<file path="config.mk">
export PLATFORM = sky130hd
export DESIGN_NAME = ptjd_pointer_table_jump_decoder
export DESIGN_NICKNAME = d
export VERILOG_FILES = /design/src/ptjd_pkg.sv /design/src/ptjd_pointer_table_jump_decoder.sv
export VERILOG_INCLUDE_DIRS = /design/src
export SDC_FILE = /design/constraint.sdc
export NUM_CORES = 1
export LEC_CHECK = 0
export BUFFER_PORTS_ARGS = -buffer_cell sky130_fd_sc_hd__buf_2
export CORE_MARGIN = 2
export CORE_UTILIZATION = 56
export CTS_BUF_LIST = sky130_fd_sc_hd__clkbuf_4
export DETAILED_ROUTE_END_ITERATION = 7
export PLACE_DENSITY = 0.8
export SLEW_MARGIN = 10
export SYNTH_ARGS = -nofsm -noshare
export SYNTH_HDL_FRONTEND = slang
export SYNTH_SLANG_ARGS = --single-unit
</file>
<file path="constraint.sdc">
create_clock -name CLOCK -period 2.85 [get_ports CLOCK]
set_input_delay 0.1425 -clock CLOCK [delete_from_list [all_inputs] [get_ports CLOCK]]
set_output_delay 0.1425 -clock CLOCK [all_outputs]
set_load 0.1 [all_outputs]
</file>
<file path="src/ptjd_params.svh">
`ifndef PTJD_PARAMS_SVH
`define PTJD_PARAMS_SVH

// ****************************************************************
// Opcodes decoded from the first byte.
// ****************************************************************
`define PTJD_OP_TABLE_READ_TO_REGS 8'h5A
`define PTJD_OP_TABLE_READ_TO_PORTS 8'h58
`define PTJD_OP_BUMP_LOW_PTR 8'h11
`define PTJD_OP_BUMP_Y_PTR 8'h13
`define PTJD_OP_DROP_LOW_PTR 8'h21
`define PTJD_OP_DROP_Y_PTR 8'h23
`define PTJD_OP_JUMP_VIA_REG_PAIR 8'h27
`define PTJD_OP_BANK_CHANGE 8'h1B
`define PTJD_OP_LOAD_HIGH_PTR_IMM 8'hC0
`define PTJD_OP_LOAD_LOW_PTR_IMM 8'hC1
`define PTJD_OP_WORK_TO_PTR 8'hCF
`define PTJD_OP_PTR_TO_WORK 8'hCE
`define PTJD_HI_LOAD_ZERO_PAGE 4'h6
`define PTJD_HI_SET_FLAG 4'h7
`define PTJD_HI_CLEAR_FLAG 4'h3
`define PTJD_HI_TWO_BYTE 4'hC
`define PTJD_HI_JUMP_IN_BANK 4'hE
`define PTJD_SWAP_PREFIX 6'h10

// ****************************************************************
// Second-byte prefixes.
// ****************************************************************
`define PTJD_SEC_HL_PAIR 4'h0
`define PTJD_SEC_XY_PAIR 4'h2
`define PTJD_SEC_PAIR_IMM 4'h6
`define PTJD_SEC_XFER 6'h3C

// ****************************************************************
// Reset values and pointer indices.
// ****************************************************************
`define PTJD_NIBBLE_RST 4'h0
`define PTJD_FLAGS_RST 16'h0000
`define PTJD_IDX_HIGH 2'h0
`define PTJD_IDX_LOW 2'h1
`define PTJD_IDX_X 2'h2
`define PTJD_IDX_Y 2'h3

`endif

</file>
<file path="src/ptjd_pkg.sv">
package ptjd_pkg;

   // ****************************************************************
   // Sequencer states.
   // ****************************************************************
   typedef enum logic [1:0] {
      PTJD_ST_FIRST,
      PTJD_ST_SECOND,
      PTJD_ST_TABLE
   } ptjd_state_t;

   typedef logic [3:0] ptjd_nibble_t;

endpackage

</file>
<file path="src/ptjd_pointer_table_jump_decoder.sv">
// Operation
// - Pair load: high immediate nibble to extension, low nibble to work.
// - Table read 5A: low PC byte from extension:work, ROM byte to both regs.
// - Table output 58: same address, ROM byte driven to ports 4 and 5.
// - Zero-page load: high pointer cleared, nibble into low pointer.
// - C0 loads high pointer, C1 loads low pointer from a second byte whose high nibble is not 0, 2 or 6.
// - Pair loads: prefix 0000 loads high/low, 0010 loads X/Y.
// - Increments of low and Y pointers update the zero flag.
// - Decrements of low and Y pointers update the zero flag.
// - Work to pointer transfers via 111100rr, zero flag unchanged.
// - Pointer to work transfers via 111100rr, zero flag updated.
// - Exchange 0100 00rr swaps work and pointer, zero flag kept.
// - Flag set sets the numbered flag, zero flag kept.
// - Flag clear clears the numbered flag and updates the zero flag.
// - In-bank jump loads PC bits 11 to 0, keeping bit 12.
// - In-bank jump right after bank change flips PC bit 12.
// - Indirect jump loads PC bits 7 to 0 from extension and work.
// - Bank change switches banks and prefixes the next instruction.
// - Flag number selects one of sixteen flags.
`timescale 1ns/10ps
`include "ptjd_params.svh"

module ptjd_pointer_table_jump_decoder #(
   parameter int PC_W = 13
) (
   input wire logic CLOCK,
   input wire logic RST,
   input wire logic OP_VALID,
   input wire logic OP_FIRST,
   input wire logic [7:0] OP_BYTE,
   input wire logic [PC_W-1:0] PC_IN,
   input wire logic [7:0] ROM_DATA,
   output logic [3:0] WORK,
   output logic [3:0] EXT,
   output logic [3:0] PTR_H,
   output logic [3:0] PTR_L,
   output logic [3:0] PTR_X,
   output logic [3:0] PTR_Y,
   output logic ZERO_FLAG,
   output logic [15:0] FLAGS,
   output logic PC_LOAD,
   output logic [PC_W-1:0] PC_NEW,
   output logic ROM_RD,
   output logic [PC_W-1:0] ROM_ADDR,
   output logic PORT45_WR,
   output logic [3:0] PORT4,
   output logic [3:0] PORT5,
   output logic BANK_SEL,
   output logic BANK_PREFIX
);

   // ****************************************************************
   // State.
   // ****************************************************************
   ptjd_pkg::ptjd_state_t state_r;
   ptjd_pkg::ptjd_nibble_t ptr_r [4];
   ptjd_pkg::ptjd_nibble_t ptr_nxt [4];
   logic [3:0] ptr_we;
   logic [3:0] work_r, work_nxt, ext_r, ext_nxt;
   logic work_we, ext_we, zf_we, zf_nxt, zf_r;
   logic [15:0] flags_r;
   logic [7:0] first_r;
   logic tbl_port_r, prefix_r, bank_r;

   // ****************************************************************
   // Decode.
   // ****************************************************************
   logic take_first, take_second, tbl_done;
   logic [3:0] b_hi, b_lo, f_hi, f_lo;
   logic is_ldz, is_sfb, is_rfb, is_bumpl, is_bumpy, is_dropl, is_dropy;
   logic is_swap, is_jump_via_reg_pair, is_bank, is_tbl, is_two;
   logic sec_xfer, sec_w2p, sec_p2w, sec_ea, sec_hl, sec_xy, sec_lhi, sec_lli, sec_jmp;
   logic [15:0] flags_clr;
   logic [3:0] grp_after;
   logic [PC_W-1:0] pc_pair;
   assign take_first = OP_VALID && OP_FIRST && (state_r != ptjd_pkg::PTJD_ST_TABLE);
   assign take_second = OP_VALID && !OP_FIRST && (state_r == ptjd_pkg::PTJD_ST_SECOND);
   assign tbl_done = (state_r == ptjd_pkg::PTJD_ST_TABLE);
   assign b_hi = OP_BYTE[7:4];
   assign b_lo = OP_BYTE[3:0];
   assign f_hi = first_r[7:4];
   assign f_lo = first_r[3:0];
   assign is_ldz = (b_hi == `PTJD_HI_LOAD_ZERO_PAGE);
   assign is_sfb = (b_hi == `PTJD_HI_SET_FLAG);
   assign is_rfb = (b_hi == `PTJD_HI_CLEAR_FLAG);
   assign is_bumpl = (OP_BYTE == `PTJD_OP_BUMP_LOW_PTR);
   assign is_bumpy = (OP_BYTE == `PTJD_OP_BUMP_Y_PTR);
   assign is_dropl = (OP_BYTE == `PTJD_OP_DROP_LOW_PTR);
   assign is_dropy = (OP_BYTE == `PTJD_OP_DROP_Y_PTR);
   assign is_swap = (OP_BYTE[7:2] == `PTJD_SWAP_PREFIX);
   assign is_jump_via_reg_pair = (OP_BYTE == `PTJD_OP_JUMP_VIA_REG_PAIR);
   assign is_bank = (OP_BYTE == `PTJD_OP_BANK_CHANGE);
   assign is_tbl = (OP_BYTE == `PTJD_OP_TABLE_READ_TO_REGS)
      || (OP_BYTE == `PTJD_OP_TABLE_READ_TO_PORTS);
   assign is_two = (b_hi == `PTJD_HI_TWO_BYTE) || (b_hi == `PTJD_HI_JUMP_IN_BANK);
   // Transfers take priority over the pair loads that share the first nibble.
   assign sec_xfer = (OP_BYTE[7:2] == `PTJD_SEC_XFER);
   assign sec_w2p = (first_r == `PTJD_OP_WORK_TO_PTR) && sec_xfer;
   assign sec_p2w = (first_r == `PTJD_OP_PTR_TO_WORK) && sec_xfer;
   assign sec_ea = (f_hi == `PTJD_HI_TWO_BYTE) && !sec_w2p && !sec_p2w
      && (b_hi == `PTJD_SEC_PAIR_IMM);
   assign sec_hl = (f_hi == `PTJD_HI_TWO_BYTE) && !sec_w2p && !sec_p2w
      && (b_hi == `PTJD_SEC_HL_PAIR);
   assign sec_xy = (f_hi == `PTJD_HI_TWO_BYTE) && !sec_w2p && !sec_p2w
      && (b_hi == `PTJD_SEC_XY_PAIR);
   assign sec_lhi = (first_r == `PTJD_OP_LOAD_HIGH_PTR_IMM) && !sec_ea && !sec_hl && !sec_xy;
   assign sec_lli = (first_r == `PTJD_OP_LOAD_LOW_PTR_IMM) && !sec_ea && !sec_hl && !sec_xy;
   assign sec_jmp = (f_hi == `PTJD_HI_JUMP_IN_BANK);
   assign flags_clr = flags_r & ~(16'h0001 << b_lo);
   assign grp_after = flags_clr[{b_lo[3:2], 2'h0} +: 4];
   assign pc_pair = {PC_IN[PC_W-1:8], ext_r, work_r};

   // ****************************************************************
   // Register write selection.
   // ****************************************************************
   always_comb begin
      ptr_nxt = ptr_r;
      ptr_we = 4'h0;
      work_we = 1'b0;
      work_nxt = work_r;
      ext_we = 1'b0;
      ext_nxt = ext_r;
      zf_we = 1'b0;
      zf_nxt = zf_r;
      if (take_first) begin
         if (is_ldz) begin
            ptr_we[`PTJD_IDX_HIGH] = 1'b1;
            ptr_nxt[`PTJD_IDX_HIGH] = `PTJD_NIBBLE_RST;
            ptr_we[`PTJD_IDX_LOW] = 1'b1;
            ptr_nxt[`PTJD_IDX_LOW] = b_lo;
         end else if (is_bumpl || is_dropl) begin
            ptr_we[`PTJD_IDX_LOW] = 1'b1;
            ptr_nxt[`PTJD_IDX_LOW] = is_bumpl ? ptr_r[`PTJD_IDX_LOW] + 4'h1
               : ptr_r[`PTJD_IDX_LOW] - 4'h1;
            zf_we = 1'b1;
            zf_nxt = (ptr_nxt[`PTJD_IDX_LOW] == 4'h0);
         end else if (is_bumpy || is_dropy) begin
            ptr_we[`PTJD_IDX_Y] = 1'b1;
            ptr_nxt[`PTJD_IDX_Y] = is_bumpy ? ptr_r[`PTJD_IDX_Y] + 4'h1
               : ptr_r[`PTJD_IDX_Y] - 4'h1;
            zf_we = 1'b1;
            zf_nxt = (ptr_nxt[`PTJD_IDX_Y] == 4'h0);
         end else if (is_swap) begin
            ptr_we[OP_BYTE[1:0]] = 1'b1;
            ptr_nxt[OP_BYTE[1:0]] = work_r;
            work_we = 1'b1;
            work_nxt = ptr_r[OP_BYTE[1:0]];
         end else if (is_rfb) begin
            zf_we = 1'b1;
            zf_nxt = (grp_after == 4'h0);
         end
      end
      if (take_second) begin
         if (sec_w2p) begin
            ptr_we[OP_BYTE[1:0]] = 1'b1;
            ptr_nxt[OP_BYTE[1:0]] = work_r;
         end else if (sec_p2w) begin
            work_we = 1'b1;
            work_nxt = ptr_r[OP_BYTE[1:0]];
            zf_we = 1'b1;
            zf_nxt = (work_nxt == 4'h0);
         end else if (sec_ea) begin
            ext_we = 1'b1;
            ext_nxt = f_lo;
            work_we = 1'b1;
            work_nxt = b_lo;
         end else if (sec_hl || sec_xy) begin
            ptr_we[sec_hl ? `PTJD_IDX_HIGH : `PTJD_IDX_X] = 1'b1;
            ptr_nxt[sec_hl ? `PTJD_IDX_HIGH : `PTJD_IDX_X] = f_lo;
            ptr_we[sec_hl ? `PTJD_IDX_LOW : `PTJD_IDX_Y] = 1'b1;
            ptr_nxt[sec_hl ? `PTJD_IDX_LOW : `PTJD_IDX_Y] = b_lo;
         end else if (sec_lhi || sec_lli) begin
            ptr_we[sec_lhi ? `PTJD_IDX_HIGH : `PTJD_IDX_LOW] = 1'b1;
            ptr_nxt[sec_lhi ? `PTJD_IDX_HIGH : `PTJD_IDX_LOW] = b_lo;
         end
      end
      if (tbl_done && !tbl_port_r) begin
         ext_we = 1'b1;
         ext_nxt = ROM_DATA[7:4];
         work_we = 1'b1;
         work_nxt = ROM_DATA[3:0];
      end
   end

   // ****************************************************************
   // Data pointers, work, extension, zero flag and the sixteen flags.
   // ****************************************************************
   for (genvar g = 0; g < 4; g++) begin : g_ptr
      always_ff @(posedge CLOCK) begin
         if (RST) begin
            ptr_r[g] <= `PTJD_NIBBLE_RST;
         end else if (ptr_we[g]) begin
            ptr_r[g] <= ptr_nxt[g];
         end
      end
   end

   always_ff @(posedge CLOCK) begin
      if (RST) begin
         work_r <= `PTJD_NIBBLE_RST;
         ext_r <= `PTJD_NIBBLE_RST;
         zf_r <= 1'b0;
      end else begin
         if (work_we) begin
            work_r <= work_nxt;
         end
         if (ext_we) begin
            ext_r <= ext_nxt;
         end
         if (zf_we) begin
            zf_r <= zf_nxt;
         end
      end
   end

   always_ff @(posedge CLOCK) begin
      if (RST) begin
         flags_r <= `PTJD_FLAGS_RST;
      end else if (take_first && is_sfb) begin
         flags_r[b_lo] <= 1'b1;
      end else if (take_first && is_rfb) begin
         flags_r <= flags_clr;
      end
   end

   // ****************************************************************
   // Sequencer, bank selection and the one-instruction prefix.
   // ****************************************************************
   always_ff @(posedge CLOCK) begin
      if (RST) begin
         state_r <= ptjd_pkg::PTJD_ST_FIRST;
         first_r <= 8'h00;
         tbl_port_r <= 1'b0;
      end else begin
         case (state_r)
            ptjd_pkg::PTJD_ST_FIRST, ptjd_pkg::PTJD_ST_SECOND: begin
               if (take_first) begin
                  first_r <= OP_BYTE;
                  tbl_port_r <= (OP_BYTE == `PTJD_OP_TABLE_READ_TO_PORTS);
                  if (is_tbl) begin
                     state_r <= ptjd_pkg::PTJD_ST_TABLE;
                  end else if (is_two) begin
                     state_r <= ptjd_pkg::PTJD_ST_SECOND;
                  end else begin
                     state_r <= ptjd_pkg::PTJD_ST_FIRST;
                  end
               end else if (take_second) begin
                  state_r <= ptjd_pkg::PTJD_ST_FIRST;
               end
            end
            ptjd_pkg::PTJD_ST_TABLE: begin
               state_r <= ptjd_pkg::PTJD_ST_FIRST;
            end
            default: begin
               state_r <= ptjd_pkg::PTJD_ST_FIRST;
            end
         endcase
      end
   end

   always_ff @(posedge CLOCK) begin
      if (RST) begin
         bank_r <= 1'b0;
         prefix_r <= 1'b0;
      end else if (take_first && is_bank) begin
         bank_r <= ~bank_r;
         prefix_r <= 1'b1;
      end else if ((take_first && !is_two && !is_tbl) || take_second || tbl_done) begin
         prefix_r <= 1'b0;
      end
   end

   // ****************************************************************
   // Program counter loads, table fetch and ports 4 and 5.
   // ****************************************************************
   always_ff @(posedge CLOCK) begin
      if (RST) begin
         PC_LOAD <= 1'b0;
         PC_NEW <= '0;
         ROM_RD <= 1'b0;
         ROM_ADDR <= '0;
      end else begin
         PC_LOAD <= 1'b0;
         ROM_RD <= 1'b0;
         if (take_first && (is_jump_via_reg_pair || is_tbl)) begin
            PC_LOAD <= 1'b1;
            PC_NEW <= pc_pair;
            ROM_RD <= is_tbl;
            ROM_ADDR <= pc_pair;
         end else if (take_second && sec_jmp) begin
            PC_LOAD <= 1'b1;
            PC_NEW <= {PC_IN[PC_W-1:12] ^ (PC_W-12)'(prefix_r), f_lo, OP_BYTE};
         end
      end
   end

   always_ff @(posedge CLOCK) begin
      if (RST) begin
         PORT45_WR <= 1'b0;
         PORT4 <= `PTJD_NIBBLE_RST;
         PORT5 <= `PTJD_NIBBLE_RST;
      end else begin
         PORT45_WR <= tbl_done && tbl_port_r;
         if (tbl_done && tbl_port_r) begin
            PORT4 <= ROM_DATA[7:4];
            PORT5 <= ROM_DATA[3:0];
         end
      end
   end

   assign WORK = work_r;
   assign EXT = ext_r;
   assign PTR_H = ptr_r[`PTJD_IDX_HIGH];
   assign PTR_L = ptr_r[`PTJD_IDX_LOW];
   assign PTR_X = ptr_r[`PTJD_IDX_X];
   assign PTR_Y = ptr_r[`PTJD_IDX_Y];
   assign ZERO_FLAG = zf_r;
   assign FLAGS = flags_r;
   assign BANK_SEL = bank_r;
   assign BANK_PREFIX = prefix_r;
endmodule

</file>
==> results.txt, run 1 <==
The run finished with clean final reports. The first global-routing pass estimated 27.20 mm of wire. The share of async-settable or async-resettable flops after synthesis is 0. Summed over all cells, the static leakage comes to 0.002386 uW.

Setup repair after global routing left no endpoint under its margin. Leaving out fill and tap cells, the most frequent cell in the layout is sky130_fd_sc_hd__nand2_1. The tree is rooted in a sky130_fd_sc_hd__clkbuf_4.

The total power density per cell area is 374.2 nW/um^2. The type of element capturing the critical path is a flop. The worst register-to-register path begins at state_r[1]$_SDFFE_PP0P_. The net count of the finished layout is 806. The post-synthesis sequential element count came out at 91.

The maximum fanout along the worst path came out at 7. The number of cells on the worst hold path is 4. The total setup violations reported at the end of the flow came out at 0. The number of slew-limit violations in the final report is 0. The global router's overall resource usage came out at 0.3440. The total global routing overflow is 0. The final critical-path required period is 2.459 ns.

The data required time at the worst endpoint came out at 3.22 ns. The core region area came out at 9153 sq um. The post-detailed-route DRC marker count came out at 0. The sequential-to-total area share from yosys stat came out at 0.3474.

The final hold slack is 0.07850 ns. The buffer levels on the longest clock path came out at 2. The area of the die came out at 10150 sq um.

The worst reg2reg path depth is 5. The total number of vias is 5782. The hold violation total from the final report was 0. The repair_antennas step left the layout with diodes totalling 0. The initial standard-cell utilization of the core is 0.5729.

In this run the worst setup path begins at state_r[1]$_SDFFE_PP0P_. The initial antenna violation count is 0. For hold timing, the worst endpoint is state_r[0]$_SDFFE_PP0P_. The growth of design area from synthesis to finish is 17.70%. The floorplan has 35 rows. The I/O pin total is 113. The number of distinct library cells after synthesis came out at 72. The total number of clock tree sinks is 91. The worst relative slew slack is 0.4429. Post-CTS timing repair inserted 0 buffers for setup. The worst slack after detailed placement is 0.3927 ns. The reg2reg setup slack is 0.39 ns. The routed design has 17.44 mm of wire.

The number of nets with antenna violations after routing came out at 0. The number of vias per cell came out at 6.563. In the final timing run, aggregate negative setup slack is 0 ns. Leaving out fill and tap cells, the most frequent cells in the layout are sky130_fd_sc_hd__nand2_1, sky130_fd_sc_hd__buf_2, sky130_fd_sc_hd__dfxtp_1. The data arrival time of the worst path came out at 2.82 ns. The number of nets in the synthesized netlist came out at 704. The total number of H-tree levels came out at 3.

The startpoint identified for the worst hold timing path is OP_VALID. The kind of start point of the critical path is a flop. The share of cells above drive strength 1 is 0.2312.

TritonCTS built the clock tree. The chip width came out at 100.8 microns. For the pin with the worst max-slew slack, the measured transition is 0.8357 ns.

The largest net degree at the start of global routing came out at 52. The first routing iteration left 514 violations. The first detailed-routing pass ran for 5 iterations. The total power after layout is 2310 uW.

The number of maximum-capacitance constraint violations is 0. By startpoint and endpoint, the worst setup path is classified as reg -> reg. The average wire length per cell after detail routing is 19.79 microns. The number of enable flip-flop cells after synthesis came out at 0. In this run the tool buffered the top-level ports with 104 buffer cells.

The average cell area after synthesis is 7.909 sq um. The half-perimeter wire length after detailed placement came out at 12.53 mm. The number of buffers created by CTS came out at 9. The terminus of the critical flop-to-flop path is PTR_L[2]$_SDFFE_PP0P_. Setup slack on the critical path of the routed design comes to 0.3914 ns.

The min-delay analysis places its worst path in the category in -> reg. The maximum clock frequency came out at 406.7 MHz. The worst vdd rail ir drop is 0.2228 mV. Clock-pin slew was measured on the worst setup and hold paths at 0.18 ns.

The number of global-route vias before repair came out at 5138. The height of the die is 100.8 microns. Clock latency on the worst-skew pair, taken at its later pin, is 0.46 ns. On the final layout, the worst clock skew is 0.02128 ns.

Dividing the final minimum period by the clock period gives 0.8627. The final estimated routing congestion in global placement came out at 1.014. Yosys printed 0 warnings. The cell area after synthesis came out at 5244 sq um. The most common flop cell mapped by yosys is sky130_fd_sc_hd__dfxtp_1. The synthesized instance count is 663.
==> cell usage after synthesis, types with 6 or more instances <==
cell type / number / area (sq um)
sky130_fd_sc_hd__o21ai_0: 29 / 145.1
sky130_fd_sc_hd__mux4_2: 6 / 135.1
sky130_fd_sc_hd__a211oi_1: 10 / 75.07
sky130_fd_sc_hd__mux2i_1: 20 / 200.2
sky130_fd_sc_hd__o21a_1: 6 / 45.04
sky130_fd_sc_hd__nor2_1: 60 / 225.2
sky130_fd_sc_hd__a31oi_1: 18 / 112.6
sky130_fd_sc_hd__nand2_1: 110 / 412.9
sky130_fd_sc_hd__a22o_1: 9 / 78.83
sky130_fd_sc_hd__a22oi_1: 21 / 157.7
sky130_fd_sc_hd__buf_2: 10 / 50.05
sky130_fd_sc_hd__inv_1: 7 / 26.28
sky130_fd_sc_hd__dfxtp_1: 91 / 1822
sky130_fd_sc_hd__nor3_1: 10 / 50.05
sky130_fd_sc_hd__nand3_1: 24 / 120.1
sky130_fd_sc_hd__nand2b_1: 8 / 50.05
sky130_fd_sc_hd__ha_1: 6 / 75.07
sky130_fd_sc_hd__a21oi_1: 65 / 325.3
sky130_fd_sc_hd__clkbuf_1: 39 / 146.4
==> routing by layer <==
layer,part of all wire,vias up,GRT usage
met5,0,-,0
met4,0.041,0,0.1602
met3,0.11,70,0.05479
met2,0.45,390,0.5359
met1,0.40,2697,0.4671
li1,-,2625,-
==> critical path, stage by stage, from the launching register on <==
cell                      delay (ns)
sky130_fd_sc_hd__dfxtp_1        0.41
sky130_fd_sc_hd__or4b_1         0.73
sky130_fd_sc_hd__nor4b_2        0.69
sky130_fd_sc_hd__or2_2          0.24
sky130_fd_sc_hd__a21oi_1        0.04
sky130_fd_sc_hd__o221a_1        0.26
==> final cells by class <==
cell class              instances  area [sq um]
well taps                     111         138.9
fillers                       743          2980
multi-input cells             512          3186
clock buffers                   9         67.56
inverters                       7         26.28
repair buffers                144         855.8
flip-flops and latches         91          1822
clock inverters                 7         76.32
==> power breakdown <==
| part | internal (uW) | switching, uW |
|---|---|---|
| sequential | 1280 | 14.8 |
| clock | 212 | 534 |
| combinational | 91.8 | 176 |
| total | 1580 | 725 |
==> registers in the layout (all words and copies together), names as in the netlist, 2 cells and up <==
name,flops
EXT,4
FLAGS,16
PC_NEW,13
PORT4,4
PORT5,4
PTR_H,4
PTR_L,4
PTR_X,4
PTR_Y,4
ROM_ADDR,13
WORK,4
first_r,8
state_r,2
==> metrics by stage <==
step / util / instance area, sq um / instances
global placement: 0.6433 / 5888 / 851
global route: 0.6744 / 6172 / 881
finish: 0.6744 / 6172 / 881
floorplan: - / 5244 / 663
CTS: 0.6744 / 6172 / 881
detailed placement: 0.6433 / 5888 / 851
==> timing repair <==
action | in CTS | in global routing
endpoints found under the setup margin | 0 | 0
hold buffers | 14 | 0
hold endpoints to repair | 27 | 0
resized for setup | 0 | 0
==> worst max path at each step <==
stage | to | slack [ns] | cells past startpoint
5_1_grt | ZERO_FLAG$_SDFFE_PP0P_ | 0.30 | 11
3_3_place_gp | ZERO_FLAG$_SDFFE_PP0P_ | 0.45 | 11
2_1_floorplan | ZERO_FLAG$_SDFFE_PP0P_ | 0.30 | 7
6_report | PTR_L[2]$_SDFFE_PP0P_ | 0.39 | 5
4_1_cts | PTR_L[2]$_SDFFE_PP0P_ | 0.40 | 5
3_5_place_dp | ZERO_FLAG$_SDFFE_PP0P_ | 0.39 | 11
==> logic make-up after synthesis <==
family / synth area share
flip-flops: 0.3474
adder cells (fa/ha/maj): 0.02195
XOR/XNOR: 0.01336
multiplexers: 0.06609
buffers and inverters: 0.04629
AND/OR/NAND/NOR: 0.2591
AO/OA/AOI/OAI: 0.2458
Power figures use the tool's default switching activity.
==> run 2: changes to the inputs <==
--- a/config.mk
+++ b/config.mk
@@ -6,12 +6,15 @@
 export SDC_FILE = /design/constraint.sdc
 export NUM_CORES = 1
 export LEC_CHECK = 0
+export ABC_AREA = 1
 export BUFFER_PORTS_ARGS = -buffer_cell sky130_fd_sc_hd__buf_2
 export CORE_MARGIN = 2
 export CORE_UTILIZATION = 56
 export CTS_BUF_LIST = sky130_fd_sc_hd__clkbuf_4
 export DETAILED_ROUTE_END_ITERATION = 7
-export PLACE_DENSITY = 0.8
+export PLACE_DENSITY = 0.79
+export REMOVE_ABC_BUFFERS = 1
+export SKIP_LAST_GASP = 1
 export SLEW_MARGIN = 10
 export SYNTH_ARGS = -nofsm -noshare
 export SYNTH_HDL_FRONTEND = slang
==> results.txt, run 2 <==
The number of slew-limit violations in the final report is 0. Of all flip-flops after synthesis, the portion carrying an async set or reset was 0. Across every metal layer, demand over resource in global routing totals 0.3597. The total number of vias came out at 6130. After floorplanning, the core was sized to cover 9284 sq um. At the worst endpoint, the required time is 3.22 ns. Across all register-to-register paths, the minimum setup slack is 0.62 ns. The clock network fraction of design power is 0.356.

In the finished design, the share of the clock period the worst path needs comes to 0.8102. The global-route wire length before repair came out at 29.35 mm. After clock tree synthesis, the clock-pin slew on the worst setup and hold paths is 0.16 ns. The total power after layout came out at 2491 uW.

The start point of the critical path is OP_BYTE[7]. Counting instances in the post-synthesis netlist gives the leading cell types as sky130_fd_sc_hd__nand2_1, sky130_fd_sc_hd__dfxtp_1, sky130_fd_sc_hd__a21oi_1. The number of maximum-capacitance constraint violations is 0.

The sequential-to-total area share from yosys stat is 0.3388. The cell area after synthesis is 5378 sq um. The DRC violation total after the first TritonRoute iteration came out at 476. The average cell area after synthesis is 6.615 sq um.

The worst reg2reg path depth is 14. The tightest min-delay check is of the in -> reg type. The sequential cell area in the final layout came out at 1822 sq um.

The pre-antenna-repair detailed-routing pass consisted of 6 iterations. The total global routing overflow is 0. The total power density per cell area is 390.9 nW/um^2. The final critical-path required period came out at 2.309 ns.

The row count is 35. At the end of routability-driven placement, the weighted congestion stood at 0.9638. The number of vias per cell is 5.767. The H-tree was split into 3 levels. The average wire length per cell after detail routing is 17.36 microns. The most common flop cell mapped by yosys is sky130_fd_sc_hd__dfxtp_1. The worst setup path is captured at a flop. The clock net in this run drives a total of 91 sinks. The setup TNS came out at 0 ns. The combinational share of power came out at 0.118. The most critical setup path has its endpoint at PTR_Y[3]$_SDFFE_PP0P_. The number of warnings printed during yosys synthesis came out at 0. At the later pin of the worst-skew pair, clock insertion delay measures 0.45 ns. The share of cells above drive strength 1 came out at 0.2056. The total area of multi-input combinational cells came out at 3098 sq um.

Sorting the synthesized cells by area gives the leading types as sky130_fd_sc_hd__dfxtp_1, sky130_fd_sc_hd__nand2_1, sky130_fd_sc_hd__a21oi_1, sky130_fd_sc_hd__nand3_1, sky130_fd_sc_hd__nor2_1. The growth of design area from synthesis to finish is 18.47%. In this run the clock root is driven by a sky130_fd_sc_hd__clkbuf_4. The endpoint identified for the worst register-to-register timing path is WORK[0]$_SDFFE_PP0P_. The half-perimeter wire length after detailed placement is 13.19 mm. The kind of start point of the critical path is an input pin. The post-CTS setup-driven buffer insertion count is 0.

The worst relative slew slack came out at 0.4174. Timing would allow up to 433.1 MHz. Among all cell types in the netlist, the one instantiated most often is sky130_fd_sc_hd__nand2_1. The data arrival time of the worst path came out at 2.68 ns. For this design the total switching power over the nets is 742.8 uW.

The buffer levels on the longest clock path is 2. The critical path in this run is classified as in -> reg. The count of filler cells inserted in the layout came out at 874. The number of global-route vias before repair came out at 5859. The library cells used most frequently in the layout, excluding fill and tap cells, are sky130_fd_sc_hd__nand2_1, sky130_fd_sc_hd__buf_2, sky130_fd_sc_hd__dfxtp_1. For this design the static power due to leakage is 0.002849 uW. TritonCTS built the clock tree. The startpoint of the lowest-slack hold path is OP_BYTE[4].

The worst clock skew is 0.01815 ns. The largest net degree at the start of global routing came out at 69. The worst flop-to-flop path startpoint is first_r[2]$_SDFFE_PP0P_. Input and output buffers added on the ports amount to 104. The number of distinct library cells after synthesis came out at 48. The initial antenna violation count is 0. Setup repair after global routing left no endpoint under its margin.

The initial standard-cell utilization of the core came out at 0.5792. The number of flip-flops under the largest register name is 16. Of the total power, registers draw 0.525. The fraction of synthesized cell area taken by the top area cell type is 0.3388. Measured along the x axis, the die boundary spans 102.0 microns. In this run the worst path has a maximum fanout of 4.

The I/O pin total is 113. The total setup violations reported at the end of the flow is 0. The hold violation total from the final report came out at 0. Leaving out fill and tap cells, the most frequent cell in the layout is sky130_fd_sc_hd__nand2_1. The run finished with clean final reports. The area of the die came out at 10400 sq um. The wire length reported by the detailed router is 18.45 mm. After technology mapping, the gate count stands at 813.

The worst vdd rail ir drop is 0.2698 mV. Summed over all instances, the cell type with the most area after synthesis is sky130_fd_sc_hd__dfxtp_1. The switching part of the total power is 0.2982.

The number of enable flip-flop cells after synthesis came out at 0. After the last flow step, the layout net total stands at 970. Measured along the y axis, the die boundary spans 102.0 microns. TritonCTS created 9 clock buffers. The internal power summed over all cells is 1748 uW. The number of nets with antenna violations after routing came out at 0. For the pin with the worst max-slew slack, the measured transition is 0.8729 ns. 0 antenna diodes ended up in the layout. The post-synthesis sequential element count came out at 91. The post-detailed-route DRC marker count is 0.
-- run 2: cell count changes after synthesis, moves of 9 or more --
cell / previous run / this run
sky130_fd_sc_hd__nand2_1: 110 / 209
sky130_fd_sc_hd__inv_1: 7 / 63
sky130_fd_sc_hd__nand3_1: 24 / 54
sky130_fd_sc_hd__o21ai_0: 29 / 54
sky130_fd_sc_hd__clkbuf_1: 39 / 18
sky130_fd_sc_hd__mux2i_1: 20 / 0
sky130_fd_sc_hd__a21oi_1: 65 / 82
sky130_fd_sc_hd__a22oi_1: 21 / 4
sky130_fd_sc_hd__inv_2: 0 / 15
sky130_fd_sc_hd__nor2_1: 60 / 72
sky130_fd_sc_hd__o31ai_1: 3 / 14
sky130_fd_sc_hd__a211oi_1: 10 / 1
sky130_fd_sc_hd__a22o_1: 9 / 0
-- run 2: area by class of cell --
| type | count | share of cell area |
|---|---|---|
| clock buffers | 10 | 0.01178 |
| clock inverters | 6 | 0.01512 |
| inverters | 84 | 0.05027 |
| multi-input cells | 607 | 0.4863 |
| flip-flops and latches | 91 | 0.2859 |
| well taps | 129 | 0.02533 |
| repair buffers | 136 | 0.1253 |
-- run 2: per-layer routing --
| layer | global-route usage | up-vias | part of all wire |
|---|---|---|---|
| met5 | 0 | - | 0 |
| met4 | 0.1303 | 0 | 0.025 |
| met3 | 0.06635 | 44 | 0.097 |
| met2 | 0.5810 | 325 | 0.47 |
| met1 | 0.4826 | 2815 | 0.41 |
| li1 | - | 2946 | - |
-- run 2: what timing repair did --
action	4_1_cts	5_1_grt
hold endpoints to repair	28	0
hold buffers	15	0
gates resized for setup	0	0
-- run 2: power groups by stage --
stage	combinational, uW	clock (uW)	sequential (uW)
after global routing	316	942	1310
after detailed placement	270	0	1330
after floorplan	120	0	1360
after CTS	287	888	1310
after global placement	265	0	1330
final	295	888	1310
-- run 2: cells by family after synthesis --
group,count (synthesis),share of synthesized area
adder cells (fa/ha/maj),8,0.02141
flip-flops,91,0.3388
buffers and inverters,115,0.08515
AO/OA/AOI/OAI,206,0.2210
XOR/XNOR,4,0.006516
AND/OR/NAND/NOR,389,0.3271
-- run 2: how the worst min path moves through the flow --
stage	cells past startpoint	endpoint	slack [ns]
detailed placement	3	ROM_ADDR[11]$_SDFFE_PP0P_	0.43
CTS	3	PC_NEW[4]$_SDFFE_PP0P_	0.006
global route	3	PC_NEW[4]$_SDFFE_PP0P_	0.01
global placement	3	WORK[0]$_SDFFE_PP0P_	0.42
finish	3	PC_NEW[4]$_SDFFE_PP0P_	0.02
floorplan	1	WORK[3]$_SDFFE_PP0P_	0.20
-- run 2: worst max-delay path, stage by stage --
cell and delay (ns):
sky130_fd_sc_hd__dlygate4sd3_1 0.54, sky130_fd_sc_hd__buf_2 0.15, sky130_fd_sc_hd__inv_2 0.07, sky130_fd_sc_hd__nand2_1 0.08, sky130_fd_sc_hd__nor2_1 0.24, sky130_fd_sc_hd__nand2_1 0.25
sky130_fd_sc_hd__ha_1 0.41, sky130_fd_sc_hd__nand2_1 0.08, sky130_fd_sc_hd__o21ai_0 0.19, sky130_fd_sc_hd__xor2_1 0.19, sky130_fd_sc_hd__o21ai_0 0.10, sky130_fd_sc_hd__nand2_1 0.07
sky130_fd_sc_hd__nand3_1 0.06, sky130_fd_sc_hd__nand2_1 0.06, sky130_fd_sc_hd__inv_1 0.05
-- run 2: through the flow --
step	area, sq um	std cells	utilization	worst slack (ns)	hold WS [ns]
floorplan	5240	782	-	0.5665	0.2049
global placement	6050	1032	0.6516	0.5730	0.4182
detailed placement	6050	1032	0.6516	0.5647	0.4277
CTS	6371	1063	0.6863	0.5650	0.006385
global route	6371	1063	0.6863	0.3204	0.01271
finish	6371	1063	0.6863	0.5410	0.02364
==> run 3: changes to the inputs <==
==> constraint.sdc (replaced) <==
create_clock -name CLOCK -period 2.4 [get_ports CLOCK]
set_input_delay 0.12 -clock CLOCK [delete_from_list [all_inputs] [get_ports CLOCK]]
set_output_delay 0.12 -clock CLOCK [all_outputs]
set_load 0.1 [all_outputs]
==> results.txt, run 3 (synthesis results as in run 2) <==
The tree is rooted in a sky130_fd_sc_hd__clkbuf_4. The data arrival time of the worst path came out at 2.67 ns. The number of cells on the worst hold path is 3.

Entering global routing, the biggest net connects 69 pins. The total number of H-tree levels came out at 3. The post-detailed-route DRC marker count came out at 0. The total setup violations reported at the end of the flow is 0.

The final hold slack is 0.02757 ns. During placement, the flow inserted port buffers numbering 104. The row count came out at 35. The hold violation total from the final report is 0. Setup repair after global routing left no endpoint under its margin. The number of maximum-capacitance constraint violations came out at 0. The type of element capturing the critical path is a flop.

The library cells used most frequently in the layout, excluding fill and tap cells, are sky130_fd_sc_hd__nand2_1, sky130_fd_sc_hd__buf_2, sky130_fd_sc_hd__dfxtp_1. The total number of clock tree sinks came out at 91. The worst-skew pair later-pin latency is 0.47 ns. The number of global-route vias before repair is 5783. In the global route stage, overall resource usage came out at 0.3581. The area of the die is 10400 sq um. Routability-driven placement finished with a final weighted congestion of 0.9237. In the final routed layout, each cell accounts on average for 17.15 microns. The DRC violation total after the first TritonRoute iteration is 448. For the worst setup path, the data required time is 2.79 ns.

The transition time at the pin with the least slew margin came out at 0.8342 ns. Across the VDD grid, the largest voltage drop is 0.2554 mV. The post-route cell area is 6437 sq um. The share of cells above drive strength 1 is 0.2142. The sequential cell area in the final layout came out at 1822 sq um. The maximum fanout along the worst path came out at 5. The leakage power came out at 0.002890 uW.

The count of nets left with antenna violations once routing finished came out at 0. The reg2reg setup slack came out at 0.26 ns. Measured in cells, the most critical reg-to-reg path has a length of 12.

The initial standard-cell utilization of the core came out at 0.5792. The startpoint of the lowest-slack hold path is OP_BYTE[1]. The count of filler cells inserted in the layout is 830. Detailed routing inserted a total of 6204 vias.

TritonCTS created 9 clock buffers. The clock arrives with 0.03301 ns of skew. STA classifies the critical path startpoint as an input pin. The net total in the final layout came out at 979. The height of the die is 102.0 microns.

The run finished with clean final reports. The total cell area at the placement stage came out at 6102 sq um. The worst relative slew slack is 0.4433. The worst slack after detailed placement is 0.1298 ns. The global-route wire length before repair is 28.86 mm. In the post-route analysis, the smallest setup slack over all paths is 0.1217 ns.

The count of antenna diodes in the layout came out at 0. The clock edge transition at the registers on the reported setup and hold paths is 0.19 ns. The worst hold path terminates at PC_NEW[1]$_SDFFE_PP0P_. The multi-input combinational cells in the finished layout cover a total of 3105 sq um. The kind of path behind the tightest hold check is in -> reg. The number of flip-flops under the largest register name came out at 16. For this run, the detailed router's first-pass iteration total came to 5.

The chip width is 102.0 microns. The number of slew-limit violations in the final report was 0. The type of the worst setup path is in -> reg. The region available for standard cell placement spans 9284 sq um. Detailed placement ended at an HPWL of 13.26 mm. The initial antenna violation count is 0. The final critical-path required period came out at 2.278 ns. The library cell used most frequently in the layout, excluding fill and tap cells, is sky130_fd_sc_hd__nand2_1. Dividing the final minimum period by the clock period gives 0.9493. After clock tree synthesis, the setup repair step added 0 buffers. The setup TNS is 0 ns. From synthesis to final layout, the design area changed by 19.71%. For this design the ratio of total power to cell area is 451.8 nW/um^2. The total global routing overflow is 0. The buffer levels on the longest clock path is 2. The worst register-to-register path ends at PTR_L[3]$_SDFFE_PP0P_.

The CTS tree is yes. The wire length reported by the detailed router is 18.38 mm. For this run, the top clock speed supported by timing is 438.9 MHz. The worst flop-to-flop path startpoint is first_r[0]$_SDFFE_PP0P_.

Pin placement for this block handled 113 I/O pins. The number of vias per cell is 5.787.
==> run 3: how the worst max path moves through the flow <==
stage                                startpoint                     to  slack [ns]  depth (start not counted)
after detailed placement             OP_BYTE[5]  PTR_L[2]$_SDFFE_PP0P_        0.13                         12
after floorplan           PTR_L[2]$_SDFFE_PP0P_  PTR_L[2]$_SDFFE_PP0P_        0.12                          7
after global routing                 OP_BYTE[5]  PTR_L[2]$_SDFFE_PP0P_       0.006                         13
after CTS                            OP_BYTE[5]  PTR_L[2]$_SDFFE_PP0P_        0.09                         13
after global placement               OP_BYTE[5]  PTR_L[2]$_SDFFE_PP0P_        0.18                         12
final                                OP_BYTE[5]  PTR_L[2]$_SDFFE_PP0P_        0.12                         13
==> run 3: power breakdown <==
part	leakage [uW]	internal [uW]	switching, uW
clock network	0.0000847	344	644
logic	0.00207	110	262
registers	0.000735	1530	19.8
total	0.00289	1980	926
==> run 3: critical path, cell delays in order <==
cell,delay (ns)
sky130_fd_sc_hd__dlygate4sd3_1,0.56
sky130_fd_sc_hd__buf_2,0.17
sky130_fd_sc_hd__inv_1,0.11
sky130_fd_sc_hd__nand2_1,0.12
sky130_fd_sc_hd__nor2_2,0.22
sky130_fd_sc_hd__nand2_2,0.12
sky130_fd_sc_hd__fa_1,0.40
sky130_fd_sc_hd__xor2_1,0.19
sky130_fd_sc_hd__or2_2,0.29
sky130_fd_sc_hd__nand3_1,0.09
sky130_fd_sc_hd__a21oi_1,0.06
sky130_fd_sc_hd__o21ai_0,0.14
sky130_fd_sc_hd__a21oi_1,0.08
==> run 3: final cells by class <==
| type | count | share of cell area |
|---|---|---|
| multi-input cells | 607 | 0.4824 |
| flip-flops and latches | 91 | 0.2830 |
| repair buffers | 145 | 0.1353 |
| inverters | 84 | 0.04976 |
| well taps | 129 | 0.02507 |
| clock inverters | 7 | 0.01399 |
| clock buffers | 9 | 0.01050 |
==> run 3: per-layer routing <==
metal	global-route usage	wire length [microns]	vias to the layer above
met5	0	0	-
met4	0.1610	583	0
met3	0.04856	1641	53
met2	0.5870	8499	333
met1	0.4708	7658	2851
li1	-	-	2967
==> run 3: metrics by stage <==
step	utilization	std cells	power (uW)
CTS	0.6926	1072	2888
global route	0.6934	1072	2988
detailed placement	0.6573	1039	1916
floorplan	-	782	1760
global placement	0.6573	1039	1911
finish	0.6934	1072	2908
==> run 3: repair_timing <==
action                                 in CTS  in global routing
hold buffers                               17                  0
resized for setup                           0                  3
setup endpoints to repair                   0                  5
endpoints found under the hold margin      32                  0
